$ cat src/design/acqc_pkg.sv
/*
  acqc_pkg: constants, carrier structs and state codes of the
  acquisition chain control block.
  Assumes a 10 MHz reference clock and an APB master with 32-bit data.
*/
package acqc_pkg;
  // ==========================================================
  // timing
  localparam int unsigned REF_CLK_KHZ = 10000; // reference clock rate
  localparam int unsigned SLOW_CLK_KHZ = 512; // die link slow clock
  localparam int unsigned AZ_SLOW_CYCLES = 3352; // calibration length
  // ==========================================================
  // register indices (byte address is four times the index)
  localparam logic [7:0] IDX_VSENSE = 8'h4B;
  localparam logic [7:0] IDX_TSENSE = 8'h4C;
  localparam logic [7:0] IDX_ACQUISITION_CONTROL = 8'h58;
  localparam logic [7:0] IDX_ACQ_STAT = 8'h5A;
  localparam logic [7:0] IDX_CHAIN_MAIN = 8'h5C;
  localparam logic [7:0] IDX_CHAIN_ZERO = 8'h5E;
  localparam logic [7:0] IDX_DEC = 8'h60;
  localparam logic [7:0] IDX_REFCTL = 8'h61;
  localparam logic [7:0] IDX_GAIN = 8'h62;
  localparam logic [7:0] IDX_GCB = 8'h63;
  localparam logic [7:0] IDX_ITEMP = 8'h64;
  localparam logic [7:0] IDX_ETEMP = 8'h66;
  localparam logic [7:0] IDX_CURR_UP = 8'h68;
  localparam logic [7:0] IDX_CURR_LO = 8'h6A;
  localparam logic [7:0] IDX_VOLT = 8'h6C;
  localparam logic [7:0] IDX_FILTER_COEFFICIENT_INDEX = 8'h6E;
  localparam logic [7:0] IDX_COMPENSATION_CONTROL_REGISTER = 8'hA0;
  localparam logic [7:0] IDX_AZ_STAT = 8'hA2;
  localparam logic [5:0] IDX_AZ_CORR_GRP = 6'h29; // 0xA4..0xA7
  localparam logic [7:0] IDX_IRQ_STAT = 8'hA8;
  localparam logic [7:0] IDX_IRQ_MASK = 8'hA9;
  // ==========================================================
  // field positions and masks
  localparam int unsigned AZ_RUN_POS = 0; // run bit in compensation ctl
  localparam int unsigned AZ_MASK_POS = 8; // its write mask
  localparam int unsigned AZ_DONE_POS = 0; // done flag in az status
  localparam int unsigned IRQ_AZ_POS = 0; // calibration finished
  localparam int unsigned IRQ_MEAS_POS = 1; // any measurement event
  localparam logic [7:0] ACQUISITION_CONTROL_WMASK = 8'hBF; // bit 6 unused
  localparam logic [7:0] CHAIN_ZERO_WMASK = 8'h80;
  localparam logic [7:0] GAIN_WMASK = 8'hFE; // bit 0 unused
  localparam logic [7:0] RST_BYTE = 8'h00;
  localparam logic [31:0] RST_WORD = 32'h0000_0000;
  // ==========================================================
  // carriers
  typedef struct packed {
    logic [7:0] vsense; // [4:0] input enables, [7:5] input select
    logic [4:0] tsense; // temperature input enables
    logic [7:0] acquisition_control; // acquisition control bits
    logic [7:0] chain_main; // chain options
    logic [7:0] chain_zero; // zero option in bit 7
    logic [2:0] dec; // decimation rate
    logic [7:0] gain; // amplifier gain setting
    logic [7:0] gcb; // gain switch threshold
    logic [3:0] filter_coefficient_index; // filter coefficient index
  } acqc_cfg_t;
  typedef struct packed {
    logic [15:0] itemp;
    logic [15:0] etemp;
    logic [23:0] curr;
    logic [15:0] volt;
  } acqc_res_t;
  typedef enum logic [1:0] {
    AZ_IDLE = 2'b00,
    AZ_RUN = 2'b01,
    AZ_DONE = 2'b11
  } acqc_az_state_t;
endpackage : acqc_pkg

$ cat src/design/acqc_top.sv
/*
  acqc_top: register file, amplifier zero calibration sequencer and
  interrupt logic of the acquisition chain, reached over APB.
  Assumes one 10 MHz clock, APB master in the same domain, and that
  measurement events and results arrive synchronous to ref_clk.
*/
// Design decision made here: the APB slave port.
// Operation
// - done flag appears after calibration; polled
// - done flag clears by writing one
// - calibration lasts 3352 slow clock cycles
// - finish stores eleven-bit offset per gain
// - filter index low four bits, upper zero
// - voltage pins: five enables plus select
// - temperature pins: five enables, upper zero
`timescale 1ns/1ps
module acqc_top import acqc_pkg::*; #(
  parameter int unsigned AZ_TICKS = AZ_SLOW_CYCLES
) (
  // clock and reset
  input wire logic ref_clk,
  input wire logic rstn,
  // apb slave
  input wire logic psel,
  input wire logic penable,
  input wire logic pwrite,
  input wire logic [11:0] paddr,
  input wire logic [31:0] pwdata,
  output logic [31:0] prdata,
  output logic pready,
  output logic pslverr,
  // measurement chain
  input wire logic [7:0] meas_evt,
  input wire logic [4:0] chain_status,
  input wire acqc_res_t results,
  input wire logic [3:0][10:0] az_offset_meas,
  // control outputs
  output acqc_cfg_t cfg,
  output logic autozero_run_bit,
  output logic irq
);
  // ==========================================================
  // bus decode
  logic [31:0] prdata_r; // latched read word
  logic pready_r; // access phase answer
  logic pslverr_r; // unmapped address
  logic [31:0] rd_word; // selected read word
  logic rd_hit; // address is mapped
  wire [7:0] idx = paddr[9:2]; // register index
  wire setup_ph = psel & ~penable;
  wire wr_en = psel & penable & pready_r & pwrite & ~pslverr_r;
  wire [7:0] wr_lo = pwdata[7:0];
  wire [7:0] wr_hi = pwdata[15:8];
  wire idx_hi_ok = (paddr[11:10] == 2'b00);
  // ==========================================================
  // state
  acqc_cfg_t cfg_r; // configuration registers
  logic [7:0] acq_flags_r; // sticky measurement flags
  logic run_r; // calibration run bit
  logic done_r; // calibration done flag
  acqc_az_state_t state_r, state_nxt;
  logic [13:0] acc_r; // fractional slow tick generator
  logic [11:0] tick_cnt_r; // slow ticks since start
  logic [3:0][10:0] az_corr_r; // stored offset corrections
  logic [1:0] irq_stat_r, irq_mask_r;
  logic irq_r;

  // paired byte update: mask bit one lets the value bit through
  function automatic logic [7:0] masked_upd(input logic [7:0] old_v,
      input logic [7:0] val, input logic [7:0] msk);
    masked_upd = (old_v & ~msk) | (val & msk);
  endfunction : masked_upd

  // one-hot write strobe per index
  function automatic logic wr_to(input logic [7:0] i);
    wr_to = wr_en && (idx == i);
  endfunction : wr_to

  // ==========================================================
  // read mux
  always_comb begin
    rd_word = RST_WORD;
    rd_hit = idx_hi_ok;
    unique case (idx)
      IDX_VSENSE: rd_word[7:0] = cfg_r.vsense;
      IDX_TSENSE: rd_word[4:0] = cfg_r.tsense; // upper read zero
      IDX_ACQUISITION_CONTROL: rd_word[7:0] = cfg_r.acquisition_control; // masks read zero
      IDX_ACQ_STAT: rd_word[15:0] = {acq_flags_r, 3'b000, chain_status};
      IDX_CHAIN_MAIN: rd_word[7:0] = cfg_r.chain_main;
      IDX_CHAIN_ZERO: rd_word[7:0] = cfg_r.chain_zero;
      IDX_DEC: rd_word[2:0] = cfg_r.dec;
      IDX_REFCTL: rd_word = RST_WORD; // reserved, reads zero
      IDX_GAIN: rd_word[7:0] = cfg_r.gain;
      IDX_GCB: rd_word[7:0] = cfg_r.gcb;
      IDX_ITEMP: rd_word[15:0] = results.itemp;
      IDX_ETEMP: rd_word[15:0] = results.etemp;
      IDX_CURR_UP: rd_word[7:0] = results.curr[23:16];
      IDX_CURR_LO: rd_word[15:0] = results.curr[15:0];
      IDX_VOLT: rd_word[15:0] = results.volt;
      IDX_FILTER_COEFFICIENT_INDEX: rd_word[3:0] = cfg_r.filter_coefficient_index;
      IDX_COMPENSATION_CONTROL_REGISTER: rd_word[AZ_RUN_POS] = run_r;
      IDX_AZ_STAT: rd_word[AZ_DONE_POS] = done_r; // polled flag
      IDX_IRQ_STAT: rd_word[1:0] = irq_stat_r;
      IDX_IRQ_MASK: rd_word[1:0] = irq_mask_r;
      default: begin
        // offset corrections sit in a block of four words
        if (idx[7:2] == IDX_AZ_CORR_GRP) begin
          rd_word[10:0] = az_corr_r[idx[1:0]];
        end else begin
          rd_hit = 1'b0;
        end
      end
    endcase
  end

  // ==========================================================
  // apb answer: data latched in setup, one access cycle, no waits
  always_ff @(posedge ref_clk or negedge rstn) begin
    if (!rstn) begin
      prdata_r <= RST_WORD;
      pready_r <= 1'b0;
      pslverr_r <= 1'b0;
    end else begin
      pready_r <= setup_ph;
      if (setup_ph) begin
        prdata_r <= rd_word;
        pslverr_r <= ~rd_hit;
      end
    end
  end

  // ==========================================================
  // configuration registers
  always_ff @(posedge ref_clk or negedge rstn) begin
    if (!rstn) begin
      cfg_r <= '0;
    end else begin
      if (wr_to(IDX_VSENSE)) cfg_r.vsense <= wr_lo;
      if (wr_to(IDX_TSENSE)) cfg_r.tsense <= wr_lo[4:0];
      if (wr_to(IDX_ACQUISITION_CONTROL)) begin
        cfg_r.acquisition_control <= masked_upd(cfg_r.acquisition_control, wr_lo,
          wr_hi & ACQUISITION_CONTROL_WMASK);
      end
      if (wr_to(IDX_CHAIN_MAIN)) begin
        cfg_r.chain_main <= masked_upd(cfg_r.chain_main, wr_lo, wr_hi);
      end
      if (wr_to(IDX_CHAIN_ZERO)) begin
        cfg_r.chain_zero <= masked_upd(cfg_r.chain_zero, wr_lo,
          wr_hi & CHAIN_ZERO_WMASK);
      end
      if (wr_to(IDX_DEC)) cfg_r.dec <= wr_lo[2:0];
      if (wr_to(IDX_GAIN)) cfg_r.gain <= wr_lo & GAIN_WMASK;
      if (wr_to(IDX_GCB)) cfg_r.gcb <= wr_lo;
      if (wr_to(IDX_FILTER_COEFFICIENT_INDEX)) cfg_r.filter_coefficient_index <= wr_lo[3:0];
    end
  end

  // ==========================================================
  // measurement flags: a new event wins over a clear
  wire [7:0] acq_clr = wr_to(IDX_ACQ_STAT) ? wr_hi : RST_BYTE;
  always_ff @(posedge ref_clk or negedge rstn) begin
    if (!rstn) begin
      acq_flags_r <= RST_BYTE;
    end else begin
      acq_flags_r <= (acq_flags_r & ~acq_clr) | meas_evt;
    end
  end

  // ==========================================================
  // calibration sequencer
  // run bit moves only with its mask in the same write
  wire comp_wr = wr_to(IDX_COMPENSATION_CONTROL_REGISTER) && pwdata[AZ_MASK_POS];
  wire run_nxt = comp_wr ? pwdata[AZ_RUN_POS] : run_r;
  wire az_start = run_nxt & ~run_r;
  // slow clock is emulated by a rate accumulator, so no second domain
  wire [14:0] acc_sum = {1'b0, acc_r} + 15'(SLOW_CLK_KHZ);
  wire slow_tick = (acc_sum >= 15'(REF_CLK_KHZ));
  wire [13:0] acc_nxt = slow_tick ? 14'(acc_sum - 15'(REF_CLK_KHZ))
                                  : acc_sum[13:0];
  wire [11:0] tick_last = 12'(AZ_TICKS - 1);
  // an abort in the finishing cycle wins, so no stray done flag
  wire az_finish = (state_r == AZ_RUN) && run_nxt && slow_tick &&
                   (tick_cnt_r == tick_last);

  // next state; clearing run mid-sequence abandons it
  always_comb begin
    state_nxt = state_r;
    unique case (state_r)
      AZ_IDLE: if (az_start) state_nxt = AZ_RUN;
      AZ_RUN: begin
        if (!run_nxt) state_nxt = AZ_IDLE;
        else if (az_finish) state_nxt = AZ_DONE;
      end
      AZ_DONE: if (!run_nxt) state_nxt = AZ_IDLE; // exit by software
      default: state_nxt = AZ_IDLE; // fourth code is illegal
    endcase
  end

  // run bit, state and slow tick counting
  always_ff @(posedge ref_clk or negedge rstn) begin
    if (!rstn) begin
      run_r <= 1'b0;
      state_r <= AZ_IDLE;
      acc_r <= '0;
      tick_cnt_r <= '0;
    end else begin
      run_r <= run_nxt;
      state_r <= state_nxt;
      acc_r <= (state_r == AZ_RUN) ? acc_nxt : '0;
      if (state_r != AZ_RUN) tick_cnt_r <= '0;
      else if (slow_tick) tick_cnt_r <= tick_cnt_r + 12'h001;
    end
  end

  // done flag: finish wins over a write-one clear
  wire done_clr = wr_to(IDX_AZ_STAT) && pwdata[AZ_DONE_POS];
  always_ff @(posedge ref_clk or negedge rstn) begin
    if (!rstn) begin
      done_r <= 1'b0;
    end else begin
      done_r <= az_finish | (done_r & ~done_clr);
    end
  end

  // corrections captured once per finished sequence
  always_ff @(posedge ref_clk or negedge rstn) begin
    if (!rstn) begin
      az_corr_r <= '0;
    end else if (az_finish) begin
      az_corr_r <= az_offset_meas;
    end
  end

  // ==========================================================
  // interrupts: sticky, write one to clear, masked onto irq
  wire [1:0] irq_set = {|meas_evt, az_finish};
  wire [1:0] irq_clr = wr_to(IDX_IRQ_STAT) ? pwdata[1:0] : 2'b00;
  always_ff @(posedge ref_clk or negedge rstn) begin
    if (!rstn) begin
      irq_stat_r <= 2'b00;
      irq_mask_r <= 2'b00;
      irq_r <= 1'b0;
    end else begin
      irq_stat_r <= (irq_stat_r & ~irq_clr) | irq_set;
      if (wr_to(IDX_IRQ_MASK)) irq_mask_r <= pwdata[1:0];
      irq_r <= |(irq_stat_r & irq_mask_r); // one cycle behind status
    end
  end

  // ==========================================================
  // outputs
  assign prdata = prdata_r;
  assign pready = pready_r;
  assign pslverr = pslverr_r;
  assign cfg = cfg_r;
  assign autozero_run_bit = run_r;
  assign irq = irq_r;
endmodule : acqc_top

$ cat config.mk
export PLATFORM = sky130hd
export DESIGN_NAME = acqc_top
export DESIGN_NICKNAME = d
export VERILOG_FILES = /design/src/design/acqc_pkg.sv /design/src/design/acqc_top.sv
export SDC_FILE = /design/constraint.sdc
export NUM_CORES = 1
export LEC_CHECK = 0
export ABC_AREA = 1
export BUFFER_PORTS_ARGS = -buffer_cell sky130_fd_sc_hd__buf_2
export CAP_MARGIN = 40
export CORE_UTILIZATION = 40
export CTS_CLUSTER_SIZE = 20
export DETAILED_ROUTE_END_ITERATION = 10
export MAX_ROUTING_LAYER = met4
export PLACE_DENSITY = 0.65
export SLEW_MARGIN = 20
export SYNTH_ARGS = -nofsm -noshare
export SYNTH_HDL_FRONTEND = slang
export SYNTH_SLANG_ARGS = --single-unit
$ cat constraint.sdc
create_clock -name ref_clk -period 4.1 [get_ports ref_clk]
set_clock_uncertainty 0.1 [all_clocks]
set_input_delay 0 -clock ref_clk [delete_from_list [all_inputs] [get_ports ref_clk]]
set_output_delay 0 -clock ref_clk [all_outputs]
set_load 0.05 [all_outputs]
* Word-level counts from Yosys, hierarchy flattened *
Index checks and enable logic that the tools add are counted.

cells by class
  add/subtract/negate cells = 3
  $mul = 0
  divide/modulo/power cells = 0
  magnitude comparators = 2
  equal/unequal tests = 28
  shift operators = 0
  mux-type cells = 25
  bitwise gates (word level) = 32
  reductions and logical operators = 33

operators by type and width
  kind                      count
  $eq A8 B7 Y1 const B      16
  $and A8 B8 Y8             7
  $pmux W3 S12              1
  $eq A8 B8 Y1 const B      4
  $not A8 Y8                4
  $or A8 B8 Y8              4
  $mux W14                  2
  $pmux W5 S5               1
  $mux W12                  2
  $bmux W11 S2              1
  $mux W11                  2
  $reduce_or A20 Y1         1
  $logic_and A1 B1 Y1       19
  $pmux W1 S19              1
  $pmux W1 S18              1
  $pmux W3 S6               1
  $pmux W1 S16              1
  $add A14 B10 Y15 const B  1
  $ge A15 B14 Y1 const B    1
  $pmux W1 S15              1
  $reduce_or A15 Y1         1
  $pmux W1 S14              1
  $sub A14 B14 Y14 const B  1
  $add A12 B1 Y12 const B   1
  28 further kinds          48

word-level totals
  flip-flop bits (word level) = 164
  latch bits = 0
  memory bits (writable) = 0
  bits in read-only memories = 0
  word-level logic and storage cells = 148
  memories kept = 0

* Longest topological paths before layout *
Gate-level depths: netlist of the first run.

  depth after elaboration = 13
  gate-level depth with buffers = 12

* Worst setup path before layout of the first run *
Ideal clock, no wire load.

  path type = reg2reg
  start = reg pslverr_r (netlist: pslverr)
  end = reg az_corr_r[0] (netlist bit)
  setup time = 117 ps
  arrival = 1831 ps
  required time = 3883 ps
  path slack = 2052 ps
  stages on the path, launching flop included = 10
  clock period less this slack = 2048 ps
  path through = dfrtp_1 inv_1 nand3_1 nor3_1 nand3_2 a21oi_4 nand3_4 buf_6 nand2_1 nand2_1

between the ends
  cells in the longest elaborated chain, start to end = 8

ends and longest elaborated chain
  element                           RTL line         text
  from (decl)                       acqc_top.sv:46   logic pslverr_r;
  from (signal assigned)            acqc_top.sv:127  pslverr_r <= ~rd_hit;
  $not A1 Y1                        acqc_top.sv:51   wire wr_en = psel & penable & pready_r & pwrite & ~pslverr_r;
  $and A1 B1 Y1                     acqc_top.sv:51
  $logic_and A1 B1 Y1               acqc_top.sv:76   wr_to = wr_en && (idx == i);
  $logic_and A1 B1 Y1               acqc_top.sv:172  wire comp_wr = wr_to(IDX_COMPENSATION_CONTROL_REGISTER) && pwdata[AZ_MASK_POS];
  $mux W1                           acqc_top.sv:173  wire run_nxt = comp_wr ? pwdata[AZ_RUN_POS] : run_r;
  $logic_and A1 B1 Y1 (3 in a row)  acqc_top.sv:182  wire az_finish = (state_r == AZ_RUN) && run_nxt && slow_tick &&
  to (signal assigned)              acqc_top.sv:230  az_corr_r <= az_offset_meas;
  to (decl)                         acqc_top.sv:64   logic [3:0][10:0] az_corr_r;

Every way passes these cells.
A chain may end at the register's enable or synchronous reset.

* Final worst setup path of the first run *
  start = in paddr[4]
  end = reg prdata_r[4] (netlist: prdata[4])

between the ends
  cells in the longest elaborated chain, start to end = 3

ends and longest elaborated chain
  element                                                 RTL line         text
  from (decl)                                             acqc_top.sv:27   input wire logic [11:0] paddr,
  $eq A8 B7 Y1 (tied with other cells)                    acqc_top.sv:84   unique case (idx)
  $reduce_or A7 Y1 (no line) or $mux W11 (tied branches)  --
  $pmux W1 S14 *                                          acqc_top.sv:84
  to (signal assigned)                                    acqc_top.sv:126  prdata_r <= rd_word;
  to (decl)                                               acqc_top.sv:44   logic [31:0] prdata_r;

Mark *: on every way between the ends. The rest lies on a longest branch, timed or not.

==> results of run 1 <==
==> worst max-delay path, delay by kind of cell <==
kind,cells,cell delay [ns]
and+or+nand+nor,9,1.59
buffers and inverters,6,2.16
==> through the flow <==
step / instances / total power, mW
floorplan: 1173 / 1.67
global placement: 1619 / 1.81
detailed placement: 1620 / 1.81
CTS: 1782 / 3.43
global route: 1782 / 3.52
finish: 1782 / 3.42
==> sequential cells by signal, indices dropped and copies added (netlist names), 8 cells and up <==
register,flops
az_corr_r,44
prdata,16
acq_flags_r,8
acc_r,10
tick_cnt_r,12
cfg,51
==> power by group through the flow <==
| stage | Combinational (mW) | Sequential, mW | Clock [mW] |
|---|---|---|---|
| floorplan | 0.118 | 1.55 | 0 |
| global placement | 0.274 | 1.54 | 0 |
| detailed placement | 0.276 | 1.54 | 0 |
| CTS | 0.348 | 1.51 | 1.57 |
| global route | 0.376 | 1.51 | 1.63 |
| finish | 0.353 | 1.51 | 1.56 |
==> worst max-delay path by stage <==
stage | from | end | slack [ns]
floorplan | pslverr$_DFFE_PN0P_ | az_corr_r[0]$_DFFE_PN0P_ | 2.05
global placement | tick_cnt_r[0]$_DFFE_PN0P_ | az_corr_r[3]$_DFFE_PN0P_ | 1.53
detailed placement | tick_cnt_r[0]$_DFFE_PN0P_ | az_corr_r[8]$_DFFE_PN0P_ | 1.48
CTS | paddr[4] | prdata[4]$_DFFE_PN0P_ | 0.69
global route | paddr[4] | prdata[2]$_DFFE_PN0P_ | 0.42
finish | paddr[4] | prdata[4]$_DFFE_PN0P_ | 0.62
==> area by class of cell <==
class / count / share of cell area, %
Inverter: 79 / 2.56
Timing Repair Buffer: 375 / 22.3
Multi-Input combinational cell: 874 / 34.4
Clock inverter: 13 / 1.17
Tap cell: 270 / 2.92
Sequential cell: 152 / 32.8
Clock buffer: 19 / 3.82
==> cell usage after synthesis, drive strengths merged <==
library cell | instances | area, sq um
dfrtp | 152 | 3800
nand2 | 420 | 1580
a21oi | 34 | 181
clkbuf | 28 | 105
nor3 | 14 | 70.1
nand4 | 77 | 482
ha | 5 | 62.6
a21o | 3 | 22.5
a41oi | 1 | 8.76
a22o | 7 | 61.3
or2 | 1 | 6.26
o21ai | 67 | 335
clkinv | 1 | 3.75
nor4 | 4 | 40.0
conb | 1 | 3.75
nor2 | 104 | 410
xor2 | 8 | 70.1
buf | 40 | 290
a31oi | 7 | 43.8
nand3 | 94 | 488
o21a | 1 | 7.51
a21boi | 1 | 7.51
mux2i | 1 | 10.0
inv | 78 | 293
==> layer usage <==
metal | up-vias | share of wire, % | wire, um
met4 | 0 | 2.8 | 842
met2 | 389 | 49 | 15000
met3 | 52 | 6.9 | 2110
met1 | 4301 | 41 | 12600
met5 | - | 0 | 0
li1 | 4428 | - | -
==> logic make-up (layout without fill, tap and decap cells) <==
logic type | after synthesis | in the layout | synth area share [%]
other | 1 | 25 | 0.0447
buffers and inverters | 147 | 486 | 8.25
flip-flops | 152 | 152 | 45.4
multiplexers | 1 | 1 | 0.119
adder cells (fa/ha/maj) | 5 | 5 | 0.746
AO/OA/AOI/OAI | 121 | 121 | 7.97
AND/OR/NAND/NOR | 714 | 714 | 36.7
XOR/XNOR | 8 | 8 | 0.836
==> summary.txt, run 1 <==
Status
  – Status: finished, violations left
  – Violated checks: hold timing

Clock tree
  – Count of hold-fix buffers inserted at cts: between 100 and 150
  – TritonCTS clock tree: done
  – CTS Buf Count: 17
  – Clock transition at the registers of the reported paths: 0.07 ns
  – Clock insertion delay at the later pin of the skew report: 0.43 ns
  – Deepest clock path buffer count: 2
  – Number of H-tree levels: 4
  – Master cell of the clock root buffer: clkbuf_16
  – Count of instances resized after the clock tree is built: 0
  – Clock Sinks: between 150 and 200
  – Number of buffers inserted to repair setup after CTS: 0

GRT
  – Met3 Usage GRT: approximately 4.3%
  – GRT met2 Usage: 48.2%
  – Vias in the first global route: 8577
  – Met1 track utilization from global routing: 36.2%
  – Largest net degree at the start of global routing: 73
  – Initial antenna violation count: 0
  – Total overflow reported by the global router: 0
  – Global-route wire length before repair: 46.5 mm
  – Total routing resource utilization after global routing: 29.0%
  – Highest-utilization routing layer at the global route stage: met2

Power
  – Maximum VDD drop: 0.283 mV
  – Share of power burned in registers: around 44%
  – Internal cell power: 2.51 mW
  – Portion of total power attributed to combinational logic: 10.3%
  – Sw power: around 910 uW
  – Pwr Density: 295 nW/um^2
  – Fraction of power consumed by the clock network: between 40% and 50%
  – Net switching share of the total power: 26.6%
  – Static power due to leakage: approximately 6.0 nW

Min path
  – Source of the worst hold timing path: chain_status[0]
  – Number of cells on the worst hold path: 7
  – Sink of the worst hold path: prdata[0]$_DFFE_PN0P_
  – HP Class: primary input to register

Critical path
  – Cell with the largest stage delay on the worst path: nor2_1
  – Crit path arrival time: around 3.8 ns
  – Worst setup slack for register-to-register paths: 1.33 ns
  – Worst EP required: 4.37 ns
  – Crit-path cells: buf_2 -> inv_2 -> nor2_1 -> nand2_1 -> nor2_1 -> buf_4 -> nand2_1 -> nand3_1 -> dlygate4sd3_1 -> nor2_1 -> dlygate4sd3_1 -> nand4_1 -> dlygate4sd3_1 -> nand2_1 -> nand2_1
  – Destination of the worst register-to-register timing path: prdata[2]$_DFFE_PN0P_
  – Startpoint type of the worst setup path: primary input
  – Worst stage delay on the critical path: 0.62 ns
  – Critical Path End Type: register
  – Worst flop-to-flop path startpoint: cfg[6]$_DFFE_PN0P_
  – Largest driver fanout on the critical path: 9
  – Cell repeated most along the worst path: nand2_1
  – Kind of critical path: primary input to register
  – Reg2reg path depth: 9

Route
  – Average via count per standard cell: between 5 and 6
  – Via count of the routed design: 9170
  – DRC violations left: 0
  – Remaining antenna violation count: 0
  – First-pass iteration count of the detailed router: 5
  – First DRT Iteration DRCs: 678
  – Sum of routed wire length over all layers: 30.6 mm
  – WL/cell: between 15 and 20 um

Timing
  – Worst Hold Slack: -0.0146 ns
  – Final number of setup-violating endpoints: 0
  – Final Cycle Share: a little over four fifths
  – Post-route setup slack: ~0.62 ns
  – Number of slew-limit violations in the final report: 0
  – Maximum clock frequency: 0.287 GHz
  – Setup repair after global routing missed its margin: false
  – Max transition margin: 44.0%
  – Final Hold Viols: 1
  – Transition time at the pin with the least slew margin: 0.839 ns
  – Min cycle time layout: 3.48 ns
  – Final total negative setup slack: 0 ns

Cells and area
  – Sequential cell area: 3800 sq um
  – Fraction of final layout cells with drive strength greater than 1: ~20%
  – Finished Cell Area: 11600 sq um
  – Number of antenna cells inserted: 0
  – Commonest cells after routing, fill and taps aside: nand2_1 (418), buf_2 (230), dfrtp_1 (152)
  – Layout net count: approximately 1700
  – Synth-to-Final Area Change: 38.2%
  – Post-layout util: between 50% and 60%
  – Area occupied by multi-input gates: 3980 sq um
  – Filler cell count in the final layout: ~1900
  – Leading cell type in the layout, fill and taps excluded: nand2_1

Placed design
  – Sum of net half-perimeters after detailed placement: 21.9 mm
  – Global placement routability congestion: 0.958
  – Total placed instance area: 9710 sq um
  – Worst slack, placed: around 1.5 ns
  – # port buffers: 230

Floorplanning
  – Initial Util: 41.2%
  – Number of top-level design ports: 274
  – Die height: 147 um
  – Total Die Area: 21500 sq um
  – Placement row count: 52
  – Chip Width: around 150 um
  – Area of the placeable core: 20400 sq um

Run
  – Number of max-cap violations: 0

Synth
  – Seq/Total Area, Yosys: 45.4%
  – Gate Count Post-Synth: around 1100
  – Post-synthesis sequential element count: 152
  – Average instance area after synthesis: roughly 7.3 sq um
  – Number of synthesis warnings: 0
  – Number of distinct standard cells referenced by the synthesized netlist: 34
  – Combined area of all synthesized cells: 8390 sq um
(Power assumes the default switching activity.)
==> run 2: changes to the inputs <==
Clock period 4.1 ns to 3.3 ns, I/O delays scaled along.
==> summary.txt, run 2 (same netlist as run 1, synthesis figures left out) <==
Clock tree
  – Deepest clock path buffer count: 2 (unchanged)
  – Clock transition at the registers of the reported paths: 0.07 ns (about the same)
  – Number of H-tree levels: 4 (unchanged)
  – Number of buffers inserted to repair setup after CTS: 0 (unchanged)
  – Clock Sinks: 152 (unchanged)
  – CTS Buf Count: 17 (unchanged)
  – Master cell of the clock root buffer: clkbuf_16
  – Clock insertion delay at the later pin of the skew report: 0.44 ns (about the same)
  – TritonCTS clock tree: done

Critical path
  – Largest driver fanout on the critical path: 20 (+11)
  – Worst stage delay on the critical path: 0.60 ns (-0.02 ns)
  – Cell with the largest stage delay on the worst path: dlygate4sd3_1
  – Critical Path End Type: register
  – Worst EP required: 3.52 ns (-0.85 ns)
  – Crit path buf inv count: 7 (+1)
  – Startpoint type of the worst setup path: primary input
  – Setup crit start: penable
  – Crit path arrival time: 3.34 ns (-0.41 ns)
  – Reg2reg path depth: 9 (unchanged)
  – Worst flop-to-flop path startpoint: cfg[2]$_DFFE_PN0P_
  – Crit-path cells: dlygate4sd3_1 -> buf_2 -> nor2_1 -> dlygate4sd3_1 -> buf_4 -> inv_1 -> nor3_1 -> dlygate4sd3_1 -> a21oi_1 -> dlygate4sd3_1
  – Cell depth of the worst setup path: 10 (-5)
  – Kind of critical path: primary input to register
  – Cell repeated most along the worst path: dlygate4sd3_1
  – Top cell family by delay on the critical path: buffers and inverters

Power
  – Internal cell power: 3.07 mW (+22%)
  – Fraction of power consumed by the clock network: 45.0% (-0.6 points)
  – Portion of total power attributed to combinational logic: 10.5% (+0.2 points)
  – Sw power: 1.14 mW (+25%)
  – Maximum VDD drop: 0.324 mV (+14%)
  – Pwr Density: 360 nW/um^2 (+22%)
  – Net switching share of the total power: 27.1% (+0.49 points)
  – Total power of the final layout: 4.21 mW (+23%)
  – Static power due to leakage: 6.03 nW (+0.69%)
  – Share of power burned in registers: 44.5% (+0.4 points)

Timing
  – Min cycle time layout: 3.12 ns
  – Max transition margin: 47.8% (+3.8 points)
  – Final number of setup-violating endpoints: 0 (unchanged)
  – Post-route setup slack: 0.179 ns (-0.441 ns)
  – Final Cycle Share: 94.6%
  – Worst Hold Slack: 0.0121 ns (+0.0267 ns)
  – Transition time at the pin with the least slew margin: 0.780 ns (-0.0586 ns)
  – Number of slew-limit violations in the final report: 0 (unchanged)
  – Setup repair after global routing missed its margin: false
  – Final Hold Viols: 0 (-1)
  – Maximum clock frequency: between 0.3 and 0.4 GHz
  – Final total negative setup slack: 0 ns (unchanged)

Min path
  – Source of the worst hold timing path: paddr[7]
  – HP Class: primary input to register
  – Number of cells on the worst hold path: 5 (-2)

Status
  – Status: completed

GRT
  – Largest net degree at the start of global routing: 92 (+26%)
  – Total routing resource utilization after global routing: 29.1% (+0.048 points)
  – Global-route wire length before repair: 46.7 mm (+0.42%)
  – Total overflow reported by the global router: 0 (unchanged)
  – Vias in the first global route: 8750 (+2.0%)
  – Initial antenna violation count: 0 (unchanged)

Cells and area
  – Max reg flops: 51 (unchanged)
  – Finished Cell Area: 11700 sq um (+0.90%)
  – Commonest cells after routing, fill and taps aside: nand2_1 (418), buf_2 (229), dfrtp_1 (152)
  – Synth-to-Final Area Change: 39.4%
  – Post-layout util: 57.4% (+0.51 points)
  – Final cell count without fillers: 1792 (+0.56%)
  – Leading cell type in the layout, fill and taps excluded: nand2_1
  – Layout net count: 1691 (+0.54%)
  – Fraction of final layout cells with drive strength greater than 1: 19.6% (+0.082 points)

Placed design
  – Global placement routability congestion: 0.971 (+1.3%)
  – Inst Count DP: 1621 (+0.062%)
  – # port buffers: 230 (unchanged)
  – Sum of net half-perimeters after detailed placement: 21.5 mm (-1.8%)
  – Worst slack, placed: 0.710 ns (-0.775 ns)
  – Total placed instance area: 9720 sq um (+0.13%)

Floorplanning
  – Area of the placeable core: 20400 sq um (unchanged)
  – Die height: 147 um (unchanged)
  – Initial Util: 41.2% (unchanged)
  – Chip Width: 147 um (unchanged)
  – Total Die Area: 21500 sq um (unchanged)
  – Placement row count: 52 (unchanged)
  – Number of top-level design ports: 274 (unchanged)

Route
  – Remaining antenna violation count: 0 (unchanged)
  – First DRT Iteration DRCs: 888 (+31%)
  – DRC violations left: 0 (unchanged)
  – Sum of routed wire length over all layers: 30.4 mm (-0.49%)
  – Via count of the routed design: 9232 (+0.68%)
  – WL/cell: 17.0 um (-1.0%)
  – First-pass iteration count of the detailed router: 5 (unchanged)
  – Average via count per standard cell: 5.15 (+0.11%)

Run
  – Number of max-cap violations: 0 (unchanged)
==> run 2: power by group through the flow <==
stage / Clock [mW] / Sequential [mW] / Combinational [mW]
finish: 1.89 / 1.87 / 0.443
global route: 2.00 / 1.87 / 0.473
CTS: 1.90 / 1.87 / 0.431
detailed placement: 0 / 1.91 / 0.343
global placement: 0 / 1.91 / 0.341
floorplan: 0 / 1.93 / 0.147
==> run 2: area by class of cell <==
cell class,count,area [sq um]
Timing Repair Buffer,384,2700
Sequential cell,152,3800
Clock inverter,13,109
Clock buffer,19,453
Antenna cell,1,2.50
Tap cell,270,338
Fill cell,1884,8680
Multi-Input combinational cell,874,3990
Inverter,79,297
==> run 2: path summary, 6_finish.rpt <==
| kind | endpoint | slack (ns) |
|---|---|---|
| setup / recovery | pslverr$_DFFE_PN0P_ | 0.18 |
| hold / removal | irq_mask_r[1]$_DFFE_PN0P_ | 0.01 |
| setup reg to reg | prdata[2]$_DFFE_PN0P_ | 0.50 |
| hold reg to reg | az_corr_r[42]$_DFFE_PN0P_ | 0.37 |
| max in group asynchronous | prdata[1]$_DFFE_PN0P_ | 1.71 |
| min in group asynchronous | cfg[41]$_DFFE_PN0P_ | 0.43 |
==> run 2: what timing repair did <==
item	4_1_cts	5_1_grt
hold endpoints to repair	211	24
gates resized for setup	0	1
endpoints found under the setup margin	0	1
hold buffers	136	1
==> run 2: per-layer routing <==
metal | track usage, % | routed length (um) | vias up
li1 | - | - | 4463
met1 | 35.4 | 12300 | 4295
met2 | 48.0 | 14800 | 410
met3 | 5.06 | 2230 | 64
met4 | 11.2 | 1030 | 0
met5 | - | 0 | -
==> run 2: worst min-delay path: cells and delay by family <==
kind	cells	cell delay, ns
and+or+nand+nor	3	0.29
buffers and inverters	1	0.12
AOI/OAI and AO/OA	1	0.09
==> run 3: changes to the inputs <==
Settings changed: ABC_CLOCK_PERIOD_IN_PS set to 3400.
Clock period 3.3 ns to 3.4 ns, I/O delays scaled along.
==> summary.txt, run 3 (same netlist as run 1, synthesis figures left out) <==
GRT
  – Total routing resource utilization after global routing: 29.3% (+0.25 points)
  – Vias in the first global route: 8704 (-0.53%)
  – Largest net degree at the start of global routing: 83 (-9.8%)
  – Total overflow reported by the global router: 0 (unchanged)
  – Initial antenna violation count: 1 (+1)
  – Global-route wire length before repair: 46.7 mm (+0.21%)

Floorplanning
  – Die height: 147 um (unchanged)
  – Chip Width: 147 um (unchanged)
  – Total Die Area: 21500 sq um (unchanged)
  – Area of the placeable core: 20400 sq um (unchanged)
  – Placement row count: 52 (unchanged)
  – Initial Util: 41.2% (unchanged)
  – Number of top-level design ports: 274 (unchanged)

Critical path
  – Kind of critical path: primary input to register
  – Destination of the worst register-to-register timing path: prdata[2]$_DFFE_PN0P_
  – Crit path buf inv count: 7 (unchanged)
  – Startpoint type of the worst setup path: primary input
  – Reg2reg path depth: 9 (unchanged)
  – Largest driver fanout on the critical path: 20 (unchanged)
  – Crit-path cells: dlygate4sd3_1 -> buf_2 -> nor2_1 -> dlygate4sd3_1 -> buf_4 -> inv_1 -> nor3_1 -> dlygate4sd3_1 -> a21oi_1 -> dlygate4sd3_1
  – Critical Path End Type: register
  – Worst flop-to-flop path startpoint: cfg[6]$_DFFE_PN0P_
  – Cell repeated most along the worst path: dlygate4sd3_1
  – Top cell family by delay on the critical path: buffers and inverters
  – Worst setup slack for register-to-register paths: 0.62 ns (+0.12 ns)
  – Crit path arrival time: 3.31 ns (-0.03 ns)
  – Cell with the largest stage delay on the worst path: dlygate4sd3_1
  – Worst EP required: 3.61 ns (+0.09 ns)
  – Worst stage delay on the critical path: 0.61 ns (about the same)

Timing
  – Post-route setup slack: 0.298 ns (+0.119 ns)
  – Worst Hold Slack: -0.00368 ns (-0.0158 ns)
  – Max transition margin: 51.1% (+3.3 points)
  – Final Hold Viols: 1 (+1)
  – Maximum clock frequency: 0.322 GHz
  – Final total negative setup slack: 0 ns (unchanged)
  – Final number of setup-violating endpoints: 0 (unchanged)
  – Final Cycle Share: between 90% and 100%
  – Transition time at the pin with the least slew margin: 0.732 ns (-0.0488 ns)
  – Number of slew-limit violations in the final report: 0 (unchanged)
  – Min cycle time layout: between 3 and 4 ns
  – Setup repair after global routing missed its margin: false

Cells and area
  – Leading cell type in the layout, fill and taps excluded: nand2_1
  – Synth-to-Final Area Change: 38.9%
  – Layout net count: 1687 (-0.24%)
  – Max reg flops: 51 (unchanged)
  – Commonest cells after routing, fill and taps aside: nand2_1 (418), buf_2 (229), dfrtp_1 (152)
  – Fraction of final layout cells with drive strength greater than 1: 19.5% (-0.080 points)

Min path
  – Source of the worst hold timing path: results[56]
  – HP Class: primary input to register
  – Number of cells on the worst hold path: 7 (+2)
  – Sink of the worst hold path: prdata[0]$_DFFE_PN0P_

Clock tree
  – Count of hold-fix buffers inserted at cts: 131 (-3.7%)
  – Deepest clock path buffer count: 2 (unchanged)
  – Number of H-tree levels: 4 (unchanged)
  – Number of buffers inserted to repair setup after CTS: 0 (unchanged)
  – Clock Sinks: 152 (unchanged)
  – Count of instances resized after the clock tree is built: 0 (unchanged)
  – Clock transition at the registers of the reported paths: 0.06 ns (about the same)
  – TritonCTS clock tree: done
  – Clock insertion delay at the later pin of the skew report: 0.43 ns (about the same)
  – Master cell of the clock root buffer: clkbuf_16
  – CTS Buf Count: 17 (unchanged)

Route
  – Average via count per standard cell: 5.16 (+0.18%)
  – DRC violations left: 0 (unchanged)
  – Sum of routed wire length over all layers: 30.5 mm (+0.19%)
  – WL/cell: 17.0 um (+0.36%)
  – First-pass iteration count of the detailed router: 5 (unchanged)
  – Via count of the routed design: 9233 (+0.011%)
  – Remaining antenna violation count: 0 (unchanged)
  – First DRT Iteration DRCs: 718 (-19%)

Power
  – Maximum VDD drop: 0.319 mV (-1.5%)
  – Portion of total power attributed to combinational logic: 10.5% (about the same)
  – Net switching share of the total power: 26.1% (-1.0 points)
  – Sw power: 1.06 mW (-6.7%)
  – Fraction of power consumed by the clock network: 44.9% (about the same)
  – Internal cell power: 3.02 mW (-1.6%)
  – Static power due to leakage: 6.01 nW (-0.39%)
  – Share of power burned in registers: 44.5% (about the same)
  – Pwr Density: 351 nW/um^2 (-2.6%)

Placed design
  – Worst slack, placed: 0.907 ns (+0.197 ns)
  – Global placement routability congestion: 0.952 (-1.9%)
  – Sum of net half-perimeters after detailed placement: 21.7 mm (+1.2%)
  – # port buffers: 230 (unchanged)

Status
  – Violated checks: hold timing
  – Status: finished, violations left

Run
  – Number of max-cap violations: 0 (unchanged)
==> run 3: cell type report <==
cell class	instances	area, sq um
Tap cell	270	338
Antenna cell	2	5.00
Multi-Input combinational cell	874	3980
Inverter	79	297
Clock buffer	20	447
Clock inverter	12	118
Fill cell	1901	8720
Sequential cell	152	3800
Timing Repair Buffer	380	2660
==> run 3: metrics by stage <==
stage                     utilization, %  total power, mW  hold WS [ns]  instance area (sq um)  instances
final                               57.2             4.08      -0.00368                  11600       1789
after global routing                57.2             4.21        0.0362                  11600       1788
after CTS                           57.0             4.09       0.00245                  11600       1785
after detailed placement            47.8             2.18       0.00704                   9730       1622
after global placement              47.8             2.18       0.00243                   9730       1622
after floorplan                        -             2.02        -0.396                   8480       1173
==> run 3: layer usage <==
metal | share of wire (%) | vias to the layer above | global-route usage (%)
met2 | 48 | 384 | 47.1
met1 | 41 | 4341 | 35.5
li1 | - | 4448 | -
met3 | 7.1 | 60 | 5.62
met4 | 4.2 | 0 | 14.2
met5 | 0 | - | -
==> run 3: worst max-delay path by stage <==
stage                        startpoint                        end  slack [ns]  cells past startpoint
detailed placement   acc_r[9]$_DFF_PN0_  az_corr_r[31]$_DFFE_PN0P_        0.91                      9
finish                          penable        pslverr$_DFFE_PN0P_        0.30                     10
CTS                             penable        pslverr$_DFFE_PN0P_        0.29                     10
global route                    penable        pslverr$_DFFE_PN0P_        0.07                     10
floorplan           pslverr$_DFFE_PN0P_   az_corr_r[0]$_DFFE_PN0P_        1.35                      9
global placement     acc_r[9]$_DFF_PN0_   az_corr_r[3]$_DFFE_PN0P_        0.98                      9
==> run 3: tightest hold or removal path, delay by kind of cell <==
kind	cells	cell delay [ns]
buf+inv	1	0.10
simple gates	6	0.39
==> run 3: power groups by stage <==
stage	sequential [mW]	clock, mW	combinational [mW]
3_3_place_gp	1.85	0	0.331
2_1_floorplan	1.88	0	0.142
6_report	1.82	1.83	0.430
4_1_cts	1.82	1.85	0.418
3_5_place_dp	1.85	0	0.332
5_1_grt	1.82	1.93	0.459
